--- config.mk ---
export PLATFORM = sky130hd
export DESIGN_NAME = priority_level_interrupt_protect
export DESIGN_NICKNAME = d
export VERILOG_FILES = /design/src/level_intr_pkg.sv /design/src/priority_level_interrupt_protect.sv
export SDC_FILE = /design/constraint.sdc
export NUM_CORES = 1
export LEC_CHECK = 0
export BUFFER_PORTS_ARGS = -buffer_cell sky130_fd_sc_hd__buf_2
export CORE_ASPECT_RATIO = 1.1
export CORE_MARGIN = 2
export CORE_UTILIZATION = 35
export CTS_BUF_LIST = sky130_fd_sc_hd__clkbuf_2 sky130_fd_sc_hd__clkbuf_4 sky130_fd_sc_hd__clkbuf_8
export DETAILED_ROUTE_END_ITERATION = 8
export PLACE_DENSITY = 0.59
export REMOVE_ABC_BUFFERS = 1
export SLEW_MARGIN = 0
export SYNTH_ARGS = -nofsm -noshare
export SYNTH_HDL_FRONTEND = slang
export SYNTH_SLANG_ARGS = --single-unit
--- constraint.sdc ---
create_clock -name sys_clk -period 6.49 [get_ports sys_clk]
set_input_delay 0.9735 -clock sys_clk [delete_from_list [all_inputs] [get_ports sys_clk]]
set_output_delay 0.9735 -clock sys_clk [all_outputs]
set_load 0.01 [all_outputs]
--- src/level_intr_pkg.sv ---
package level_intr_pkg;

   // Level count and widths
   localparam int              LEVEL_COUNT    = 16;
   localparam int              LEVEL_BITS     = 4;
   localparam int              WORD_BITS      = 16;
   localparam logic [3:0]      VIOLATION_LVL  = 4'hE;

   // Internal-register selector used by the register-transfer port
   localparam logic [1:0]      SEL_REQ_LATCH  = 2'h0;
   localparam logic [1:0]      SEL_EN_MASK    = 2'h1;
   localparam logic [1:0]      SEL_PROTECT    = 2'h2;

   // Reset values
   localparam logic [15:0]     REQ_LATCH_RST  = 16'h0000;
   localparam logic [15:0]     EN_MASK_RST    = 16'h0000;
   localparam logic [15:0]     PROTECT_RST    = 16'h0000;

   // Context layout
   localparam int              CTX_WORDS      = 8;
   localparam logic [15:0]     PTR_BASE_RST   = 16'h0000;

   // Level switch timing, in memory cycles
   localparam int              SWITCH_MEM_CYC = 38;
   localparam logic [5:0]      STEP_LAST      = 6'(SWITCH_MEM_CYC - 1);
   localparam logic [5:0]      STEP_OLD_PTR   = 6'h00;
   localparam logic [5:0]      STEP_SAVE_0    = 6'h01;
   localparam logic [5:0]      STEP_NEW_PTR   = 6'h09;
   localparam logic [5:0]      STEP_LOAD_0    = 6'h0A;
   localparam logic [5:0]      STEP_LOAD_END  = 6'h12;

   // Memory cycle length and CPU clock
   localparam int              CLK_PERIOD_NS  = 4;
   localparam int              MEM_CYCLE_NS   = 1000;
   localparam int              MEM_CYCLE_CLKS = MEM_CYCLE_NS / CLK_PERIOD_NS;

   // Protect block sizing
   localparam int              SMALL_MEM_MAX  = 16384;
   localparam int              SMALL_BLK_LOG2 = 10;
   localparam int              BLOCK_COUNT_L2 = 4;

   typedef enum logic [1:0] {SW_IDLE, SW_RUN, SW_DONE} switch_state_e;

endpackage

--- src/priority_level_interrupt_protect.sv ---
// Behaviour
// Sixteen levels, each with own context
// Levels 0..15, fifteen highest priority
// Requests from lines, program, or CPU
// Two 16-bit registers, one bit per level
// Request bit holds until cleared
// Violation source hardwired to fixed level
// Shared lines OR into one level
// Request bit clears when service done
// Give-up wait clears running level bit
// Enable mask written by program only
// Level runs only while enabled; code keeps a disabled running level running while no other level is active
// Highest requested and enabled level runs
// Save old context, load new context
// One fixed pointer word per level
// Save area is eight consecutive words
// Level switch takes 38 memory cycles
// Protect flags loaded/read via accumulator
// Block size from memory size
// Privileged op from unprotected block refused
// Jump into protected from unprotected refused
// Store into protected from unprotected refused
// Violation raises level 14, else wait
// Switch only at instruction boundary
`timescale 1ns/1ns
module priority_level_interrupt_protect
   import level_intr_pkg::*;
#(
   parameter int          MEM_WORDS  = 65536,
   parameter int          MEM_CYC    = MEM_CYCLE_CLKS,
   parameter logic [15:0] PTR_BASE   = PTR_BASE_RST,
   parameter bit          PRIO_FITTED = 1'b1
)
(
   input  wire logic        sys_clk,        // CPU clock
   input  wire logic        rstn,           // Async reset, active low
   input  wire logic [15:0] extReq,         // External request lines
   input  wire logic [15:0] cpuReq,         // Internal CPU condition requests
   input  wire logic        regWrEn,        // Load internal register
   input  wire logic        regRdEn,        // Read internal register
   input  wire logic [1:0]  regSel,         // Internal register selector
   input  wire logic [15:0] regWrData,      // Accumulator value to load
   output logic      [15:0] regRdData,      // Value for accumulator
   input  wire logic        serviceDone,    // Request on a level serviced
   input  wire logic [3:0]  serviceLevel,   // Level that was serviced
   input  wire logic        giveUpWait,     // Wait instruction executed
   input  wire logic        instrBoundary,  // Between two instructions
   output logic             switchBusy,     // Level switch in progress
   output logic [3:0]       runLevel,       // Level now running
   output logic             runValid,       // Some level is running
   output logic [2:0]       ctxIndex,       // Context word being moved
   input  wire logic [15:0] ctxSaveData,    // CPU context word to save
   output logic             ctxLoadStrobe,  // Load context word into CPU
   output logic      [15:0] ctxLoadData,    // Context word to load
   output logic             memRd,          // Memory read this cycle
   output logic             memWr,          // Memory write this cycle
   output logic      [15:0] memAddr,        // Memory address
   output logic      [15:0] memWrData,      // Memory write data
   input  wire logic [15:0] memRdData,      // Memory read data
   input  wire logic        instrCheck,     // Instruction decoded
   input  wire logic        isPrivileged,   // Privileged op class
   input  wire logic        isJump,         // Jump or op to counter
   input  wire logic        isStore,        // Store or increment memory
   input  wire logic [15:0] fetchAddr,      // Address instruction came from
   input  wire logic [15:0] targetAddr,     // Effective address
   output logic             instrSuppress,  // Do not execute instruction
   output logic             violationWait   // Treat as wait, no level system
);

   localparam int BLK_L2 = (MEM_WORDS <= SMALL_MEM_MAX) ? SMALL_BLK_LOG2
                           : $clog2(MEM_WORDS) - BLOCK_COUNT_L2;

   logic [15:0]    level_request_latch_reg;
   logic [15:0]    level_enable_mask_reg;
   logic [15:0]    block_protect_flags_reg;
   logic [15:0]    reqSetVec;
   logic [15:0]    reqClrVec;
   logic [15:0]    activeVec;
   logic [3:0]     bestLevel;
   logic           bestValid;
   logic           fetchProt;
   logic           targetProt;
   logic           violation;
   logic [15:0]    tickCnt_reg;
   logic           memTick;
   switch_state_e  sw_reg;
   logic [5:0]     step_reg;
   logic [3:0]     newLevel_reg;
   logic [15:0]    oldPtr_reg;
   logic [15:0]    newPtr_reg;

   // Block flag for an address; block index is the four address bits starting at bit BLK_L2
   function automatic logic isProtected(input logic [15:0] a,
                                        input logic [15:0] flags);
      logic [15:0] blk;
      blk = a >> BLK_L2;
      return flags[blk[3:0]];
   endfunction

   assign fetchProt  = isProtected(fetchAddr, block_protect_flags_reg);
   assign targetProt = isProtected(targetAddr, block_protect_flags_reg);

   // Only code in unprotected blocks is policed
   always_comb
   begin
      violation = 1'b0;
      if (instrCheck && !fetchProt)
      begin
         if (isPrivileged)
            violation = 1'b1;
         if (isJump && targetProt)
            violation = 1'b1;
         if (isStore && targetProt)
            violation = 1'b1;
      end
   end

   assign instrSuppress = violation;
   assign violationWait = violation && !PRIO_FITTED;

   // Shared lines arrive already ORed per level
   always_comb
   begin
      reqSetVec = extReq | cpuReq;
      if (violation && PRIO_FITTED)
         reqSetVec[VIOLATION_LVL] = 1'b1;
      if (regWrEn && regSel == SEL_REQ_LATCH)
         reqSetVec = reqSetVec | regWrData;
   end

   always_comb
   begin
      reqClrVec = 16'h0000;
      if (regWrEn && regSel == SEL_REQ_LATCH)
         reqClrVec = ~regWrData;
      if (serviceDone)
         reqClrVec[serviceLevel] = 1'b1;
      if (giveUpWait && runValid)
         reqClrVec[runLevel] = 1'b1;
   end

   // Set beats clear so no request is lost
   always_ff @(posedge sys_clk or negedge rstn)
   begin
      if (!rstn)
         level_request_latch_reg <= REQ_LATCH_RST;
      else
         level_request_latch_reg <= (level_request_latch_reg & ~reqClrVec)
                                    | reqSetVec;
   end

   always_ff @(posedge sys_clk or negedge rstn)
   begin
      if (!rstn)
         level_enable_mask_reg <= EN_MASK_RST;
      else if (regWrEn && regSel == SEL_EN_MASK)
         level_enable_mask_reg <= regWrData;
   end

   always_ff @(posedge sys_clk or negedge rstn)
   begin
      if (!rstn)
         block_protect_flags_reg <= PROTECT_RST;
      else if (regWrEn && regSel == SEL_PROTECT)
         block_protect_flags_reg <= regWrData;
   end

   always_ff @(posedge sys_clk or negedge rstn)
   begin
      if (!rstn)
         regRdData <= 16'h0000;
      else if (regRdEn)
      begin
         case (regSel)
            SEL_REQ_LATCH: regRdData <= level_request_latch_reg;
            SEL_EN_MASK:   regRdData <= level_enable_mask_reg;
            SEL_PROTECT:   regRdData <= block_protect_flags_reg;
            default:       regRdData <= 16'h0000;
         endcase
      end
   end

   // Priority pick: scan upward so the highest level wins
   assign activeVec = level_request_latch_reg & level_enable_mask_reg;
   always_comb
   begin
      bestLevel = 4'h0;
      bestValid = 1'b0;
      for (int i = 0; i < LEVEL_COUNT; i++)
      begin
         if (activeVec[i])
         begin
            bestLevel = 4'(i);
            bestValid = 1'b1;
         end
      end
   end

   // Memory-cycle enable
   always_ff @(posedge sys_clk or negedge rstn)
   begin
      if (!rstn)
         tickCnt_reg <= 16'h0000;
      else if (sw_reg != SW_RUN || memTick)
         tickCnt_reg <= 16'h0000;
      else
         tickCnt_reg <= tickCnt_reg + 16'h0001;
   end
   assign memTick = (sw_reg == SW_RUN) && (tickCnt_reg == 16'(MEM_CYC - 1));

   // Switch sequencer; pointer reads and context moves take fixed slots
   always_ff @(posedge sys_clk or negedge rstn)
   begin
      if (!rstn)
      begin
         sw_reg       <= SW_IDLE;
         step_reg     <= 6'h00;
         newLevel_reg <= 4'h0;
         runLevel     <= 4'h0;
         runValid     <= 1'b0;
      end
      else
      begin
         case (sw_reg)
            SW_IDLE:
            begin
               if (instrBoundary && bestValid
                   && (!runValid || bestLevel != runLevel))
               begin
                  newLevel_reg <= bestLevel;
                  step_reg     <= 6'h00;
                  sw_reg       <= SW_RUN;
               end
            end
            SW_RUN:
            begin
               if (memTick)
               begin
                  if (step_reg == STEP_LAST)
                     sw_reg <= SW_DONE;
                  else
                     step_reg <= step_reg + 6'h01;
               end
            end
            SW_DONE:
            begin
               runLevel <= newLevel_reg;
               runValid <= 1'b1;
               sw_reg   <= SW_IDLE;
            end
            default:
               sw_reg <= SW_IDLE;
         endcase
      end
   end

   // Level pointers and loaded words are captured at the end of their slot
   always_ff @(posedge sys_clk or negedge rstn)
   begin
      if (!rstn)
      begin
         oldPtr_reg    <= 16'h0000;
         newPtr_reg    <= 16'h0000;
         ctxLoadData   <= 16'h0000;
         ctxLoadStrobe <= 1'b0;
      end
      else
      begin
         ctxLoadStrobe <= 1'b0;
         if (memTick && step_reg == STEP_OLD_PTR)
            oldPtr_reg <= memRdData;
         if (memTick && step_reg == STEP_NEW_PTR)
            newPtr_reg <= memRdData;
         if (memTick && step_reg >= STEP_LOAD_0
             && step_reg < STEP_LOAD_END)
         begin
            ctxLoadData   <= memRdData;
            ctxLoadStrobe <= 1'b1;
         end
      end
   end

   // A first switch from reset has no old context, so its save is skipped
   always_comb
   begin
      memRd     = 1'b0;
      memWr     = 1'b0;
      memAddr   = 16'h0000;
      memWrData = ctxSaveData;
      ctxIndex  = 3'h0;
      if (sw_reg == SW_RUN)
      begin
         if (step_reg == STEP_OLD_PTR && runValid)
         begin
            memRd   = 1'b1;
            memAddr = PTR_BASE + {12'h000, runLevel};
         end
         else if (step_reg >= STEP_SAVE_0 && step_reg < STEP_NEW_PTR)
         begin
            ctxIndex = 3'(step_reg - STEP_SAVE_0);
            memWr    = runValid;
            memAddr  = oldPtr_reg + {13'h0000, ctxIndex};
         end
         else if (step_reg == STEP_NEW_PTR)
         begin
            memRd   = 1'b1;
            memAddr = PTR_BASE + {12'h000, newLevel_reg};
         end
         else if (step_reg >= STEP_LOAD_0 && step_reg < STEP_LOAD_END)
         begin
            ctxIndex = 3'(step_reg - STEP_LOAD_0);
            memRd    = 1'b1;
            memAddr  = newPtr_reg + {13'h0000, ctxIndex};
         end
      end
   end

   assign switchBusy = (sw_reg != SW_IDLE);

   // Helper: clocks spent in one switch
   logic [15:0] swClk_reg;
   always_ff @(posedge sys_clk or negedge rstn)
   begin
      if (!rstn)
         swClk_reg <= 16'h0000;
      else if (sw_reg == SW_RUN)
         swClk_reg <= swClk_reg + 16'h0001;
      else
         swClk_reg <= 16'h0000;
   end

   a_switch_length: assert property (@(posedge sys_clk) disable iff (!rstn)
      (sw_reg == SW_RUN && memTick && step_reg == STEP_LAST)
      |-> swClk_reg == 16'(SWITCH_MEM_CYC * MEM_CYC - 1))
      else $error("level switch length wrong");

   a_switch_boundary: assert property (@(posedge sys_clk) disable iff (!rstn)
      (sw_reg == SW_RUN && $past(sw_reg) == SW_IDLE)
      |-> $past(instrBoundary))
      else $error("switch began off boundary");

   // Shift test is independent of the scan loop above
   a_pick_highest: assert property (@(posedge sys_clk) disable iff (!rstn)
      (sw_reg == SW_RUN && $past(sw_reg) == SW_IDLE)
      |-> ($past(activeVec) >> newLevel_reg) == 16'h0001)
      else $error("chosen level not highest active");

   a_run_highest: assert property (@(posedge sys_clk) disable iff (!rstn)
      (sw_reg == SW_DONE) |=> runLevel == $past(newLevel_reg)
      && level_enable_mask_reg[runLevel] | !$past(activeVec[newLevel_reg]))

      else $error("switched level not the chosen one");

   a_wait_clears: assert property (@(posedge sys_clk) disable iff (!rstn)
      (giveUpWait && runValid && !reqSetVec[runLevel])
      |=> !level_request_latch_reg[$past(runLevel)])
      else $error("wait did not clear running level");

   a_set_wins: assert property (@(posedge sys_clk) disable iff (!rstn)
      (serviceDone && reqSetVec[serviceLevel])
      |=> level_request_latch_reg[$past(serviceLevel)])
      else $error("request lost on clear");

   a_violation_lvl: assert property (@(posedge sys_clk) disable iff (!rstn)
      (instrCheck && !fetchProt && isPrivileged && PRIO_FITTED)
      |-> instrSuppress ##1 level_request_latch_reg[VIOLATION_LVL])
      else $error("violation did not raise level");

   a_mask_program: assert property (@(posedge sys_clk) disable iff (!rstn)
      !(regWrEn && regSel == SEL_EN_MASK)
      |=> $stable(level_enable_mask_reg))
      else $error("enable mask changed without program");

   a_protected_free: assert property (@(posedge sys_clk) disable iff (!rstn)
      fetchProt |-> !instrSuppress)
      else $error("protected code was refused");

   a_save_window: assert property (@(posedge sys_clk) disable iff (!rstn)
      memWr |-> step_reg >= STEP_SAVE_0 && step_reg < STEP_NEW_PTR
      && memAddr == oldPtr_reg + {13'h0000, ctxIndex})
      else $error("save write outside save area");

endmodule

# Word level (Yosys, flattened, before mapping)
# Index checks and enable logic that the tools add are counted.
# totals
input_bits	129
output_inout_bits	78
regBits	146
word_cells	160
# op_classes
muxes	77
n_lt_le_gt_ge	10
addsub	6
eq_ne	13
reduce_logical	31
bitwise_logic	9
# op_table
op	count
16-bit two-way mux	10
16-bit bitwise OR	5
4-bit two-way mux	14
16-bit case mux with 3 select lines	1
1-bit two-way mux	35
16-bit by 3-bit adder with 16-bit output	2
16-bit bitwise AND	2
16-bit NOT	2
4-bit by 5-bit less-than comparator with 1-bit output, second input constant	4
1-bit logical AND	19
6-bit two-way mux	3
16-bit by 1-bit adder with 16-bit output, second input constant	1
16-bit by 8-bit == test with 1-bit output, second input constant	1
3-bit two-way mux	5
6-bit case mux with 2 select lines	1
1-bit binary-select mux with 4-bit select	2
1-bit demux with 4-bit select	2
4-bit by 1-bit greater-or-equal comparator with 1-bit output, second input constant	2
6-bit by 1-bit adder with 6-bit output, second input constant	1
6-bit by 4-bit == test with 1-bit output, second input constant	1
6-bit == test, second input constant	1
6-bit by 1-bit greater-or-equal comparator with 1-bit output, second input constant	1
6-bit by 4-bit greater-or-equal comparator with 1-bit output, second input constant	1
6-bit zero test	1
other kinds (18)	29

# Longest topological paths before layout
# logic_depth
word_depth	21
depth_mapped	11
mapped_depth_nobuf	11

# Least setup slack after synthesis
# OpenSTA, ideal clock, no wires.
# synth_timing
path_type	reg-to-output
start	reg step_reg[1]
end	out memAddr[15]
path_slack_ns	2.995
required_ns	5.516
stages_incl_launch_ff	10
arrival_time_ns	2.521
path_cell_list	dfrtp_1 > ha_1 > inv_1 > ha_1 > a21oi_1 > nor4b_1 > nand3_1 > xor2_1 > or3_1 > a21oi_1
# synth_via
elab_chain_cells	7
word_cells_on_any_way	18
cone_classes	4 x add/sub; 4 x order compare; 1 x eq/ne; 5 x mux; 4 x reduce/logical
# synth_rtl
element	line_no	text
start: declaration	priority_level_interrupt_protect.sv:87	logic [5:0] step_reg;
start signal: assignment	priority_level_interrupt_protect.sv:242	step_reg <= step_reg + 6'h01;
3-bit by 2-bit subtractor with 3-bit output (tied with other cells)	priority_level_interrupt_protect.sv:311	ctxIndex = 3'(step_reg - STEP_LOAD_0);
16-bit by 3-bit adder with 16-bit output or 1-bit logical AND (tied branches)	priority_level_interrupt_protect.sv:313, priority_level_interrupt_protect.sv:309	
16-bit two-way mux	priority_level_interrupt_protect.sv:309	else if (step_reg >= STEP_LOAD_0 && step_reg < STEP_LOAD_END)
16-bit two-way mux	priority_level_interrupt_protect.sv:304	else if (step_reg == STEP_NEW_PTR)
16-bit two-way mux	priority_level_interrupt_protect.sv:298	else if (step_reg >= STEP_SAVE_0 && step_reg < STEP_NEW_PTR)
16-bit two-way mux *	priority_level_interrupt_protect.sv:293	if (step_reg == STEP_OLD_PTR && runValid)
16-bit two-way mux *	priority_level_interrupt_protect.sv:291	if (sw_reg == SW_RUN)
end: declaration	priority_level_interrupt_protect.sv:57	output logic [15:0] memAddr,
# Mark *: on every way between the ends. The rest lies on a longest branch, timed or not.

# Final worst setup path
# layout_timing
start	reg step_reg[2]
end	out memAddr[15]
# Same word-level chain as after synthesis.

==> results.txt <==
dpl hpwl -> 16.6 mm
H-tree depth -> 4
number of synthesized flops with an enable pin -> 0
post-cts resize count -> 0
Mapped Cells -> 788
RSZ-0062 raised after global routing -> false
# DRC -> 0
cell count of the worst hold path -> 1
Syn-to-layout area delta -> 15.9%
Post-CTS Hold Fix Bufs -> 0
final setup vio count -> 0
Wirelength per Cell -> 18.5 microns
sequential share of the synthesized area -> 0.445
dominant cell type by area after synthesis -> dfrtp_1
post-route worst setup slack -> 1.92 ns
I/O pin cnt -> 207
CP Capture Type -> output pin
clk sink count -> 146
Clock Latency Late Sink -> 0.45 ns
distinct cell type count after synthesis -> 62
Initial Utilization -> 0.358
Avg Cell Area, Syn -> 10.4 sq um
Sum Neg Setup Slack -> 0 ns
outcome -> completed
Core Region -> 0.0229 sq mm
initial antenna violation count -> 0
overall power -> 2.03 mW
violation count after the first detailed-route iteration -> 403
Setup CP Type -> flop to output pin
most common library cells after synthesis -> 146 x dfrtp_1, 90 x nor2_1, 81 x mux2_2, 59 x a21oi_1, 53 x nand2_1
Worst slew margin -> 0.354
FF-to-FF path depth -> 6
gr usage total -> 0.187
chip height -> 165 microns
Slew Limit Fails -> 0
Seq cells post-synth -> 146
Post-layout nets -> 1,054
final hold violations -> 0
drt total wl -> 22.6 mm
arrival time worst endpoint -> 3.60 ns
Via density -> 5.37
filler cell count in the final layout -> 2,309
postcts setup bufs -> 0
peak supply drop -> 0.000107 V
die footprint -> 0.0247 sq mm
grt ovf -> 0
Mapped Area -> 0.00820 sq mm
fmax -> 219 MHz
1st-pass router iterations -> 7
fin crit share -> 0.705
Main synth FF type -> dfrtp_1
clock root buffer -> clkbuf_8
Hold WS -> 0.496 ns
ys async rst share -> 1.00
flop2flop setup slack -> 3.77 ns
Worst Tran Pin Value -> 0.965 ns
Max stage delay cell, worst path -> nor4b_1
Finished Cell Area -> 0.00950 sq mm
Warnings, synthesis -> 0
Final min period -> 4.57 ns
largest net degree at the start of global routing -> 93
top post-synthesis cells by area -> dfrtp_1 45%, mux2_2 11%, nor2_1 4.1%
post-synth top area share -> 0.445
vias in the first global route -> 6,447
top-count cell post-synth -> dfrtp_1
share of post-route cells with drive strength above 1 -> 0.317
leakage power -> 4.28 nW
I/O Buffers -> 149
CP startpoint kind -> flop
Clock transition at path regs -> 0.09 ns
Die Wd -> 150 microns
Max Cap Viol -> 0
CP Data Required Time -> 5.52 ns
CP max FO -> 11
CTS tree -> done
TritonCTS buffer count -> 17
pwr dens -> 214 mW/mm^2
crit-path max cell delay -> 0.73 ns
first-pass GRT wire length -> 35.7 mm
DP Area -> 0.00910 sq mm
DR vias -> 6,578
Final Skew -> 0.0225 ns
Hold Path Class -> flop to flop
Setup WS pre-CTS -> 2.36 ns
antenna-violating nets left -> 0
GP Congestion -> 0.911
row count -> 58
clk buf depth -> 2
cells along the critical path -> ha_1, inv_1, ha_1, a21oi_1, nor4b_1, nand3_1, xor2_1, or3_1, a21oi_1, buf_2
routing by layer:
layer	vias up	track usage	wire length, microns
li1	3100	-	-
met1	3196	0.255	10100
met2	253	0.300	10400
met3	29	0.0412	1700
met4	0	0.0519	466
met5	-	0	0
path summary, 6_finish.rpt:
| check | startpoint | endpoint |
|---|---|---|
| min in group asynchronous | rstn | regRdData[1] |
| worst min register to register | tickCnt_reg[0] | tickCnt_reg[0] |
| max in group asynchronous | rstn | newPtr_reg[5] |
| worst max-delay path | step_reg[2] | memAddr[15] |
| worst min-delay path | tickCnt_reg[0] | tickCnt_reg[0] |
| worst max register to register | tickCnt_reg[2] | oldPtr_reg[12] |
power by group:
part	switching, mW	internal [mW]
clock	0.428	0.292
sequential	0.0611	0.968
combinational	0.145	0.139
layout make-up:
type	instances	area [sq um]	share of cell area
multi-input combinational	579	4250	0.447
sequential	146	3650	0.385
timing repair buffer	152	774	0.0815
tap	300	375	0.0395
clock buffer	17	234	0.0246
clock inverter	15	164	0.0173
inverter	13	48.8	0.00514
antenna	2	5.00	0.000527
through the flow:
step | util | instances
finish | 0.414 | 1224
global route | 0.414 | 1222
CTS | 0.414 | 1222
detailed placement | 0.397 | 1190
global placement | 0.397 | 1190
floorplan | - | 738
critical path: cells and delay by family (launching register included):
kind            cells  cell delay [ns]
compound gates      2             0.36
xor+xnor            1             0.17
fa+ha+maj           2             0.67
buf+inv             2             0.23
flops               1             0.50
simple gates        3             1.22
logic make-up (layout without fill, tap and decap cells):
logic type / count (synthesis) / count (layout) / synth area share
other: 1 / 3 / 0.000457
xor gates and xnor gates: 42 / 42 / 0.0449
AOI/OAI and AO/OA: 165 / 165 / 0.139
and+or+nand+nor: 242 / 242 / 0.138
DFF: 146 / 146 / 0.445
muxes: 113 / 113 / 0.168
buffers and inverters: 63 / 197 / 0.0383
adders and majority gates: 16 / 16 / 0.0262
cell usage in the layout, fill, tap and decap left out, types with 5 or more instances in the layout:
cell type	n
and3_1	9
nor2b_1	11
o311ai_0	6
xor2_1	23
dfrtp_1	146
xnor2_1	19
ha_1	14
a2111o_1	12
o211ai_1	9
o21ai_0	17
a21oi_1	59
a31oi_1	5
nand3_1	27
o2111ai_1	5
nand2b_1	6
nand4_1	5
a21o_1	5
a211oi_1	6
mux2i_1	18
nor2_1	90
nor3_1	12
nand2_1	53
a22oi_1	16
a22o_1	5
mux2_2	81
and2_1	5
inv_1	13
buf_2	148
mux4_2	10
clkbuf_8	17
inv_8	6
No activity file was read; power rests on OpenSTA's default activity.
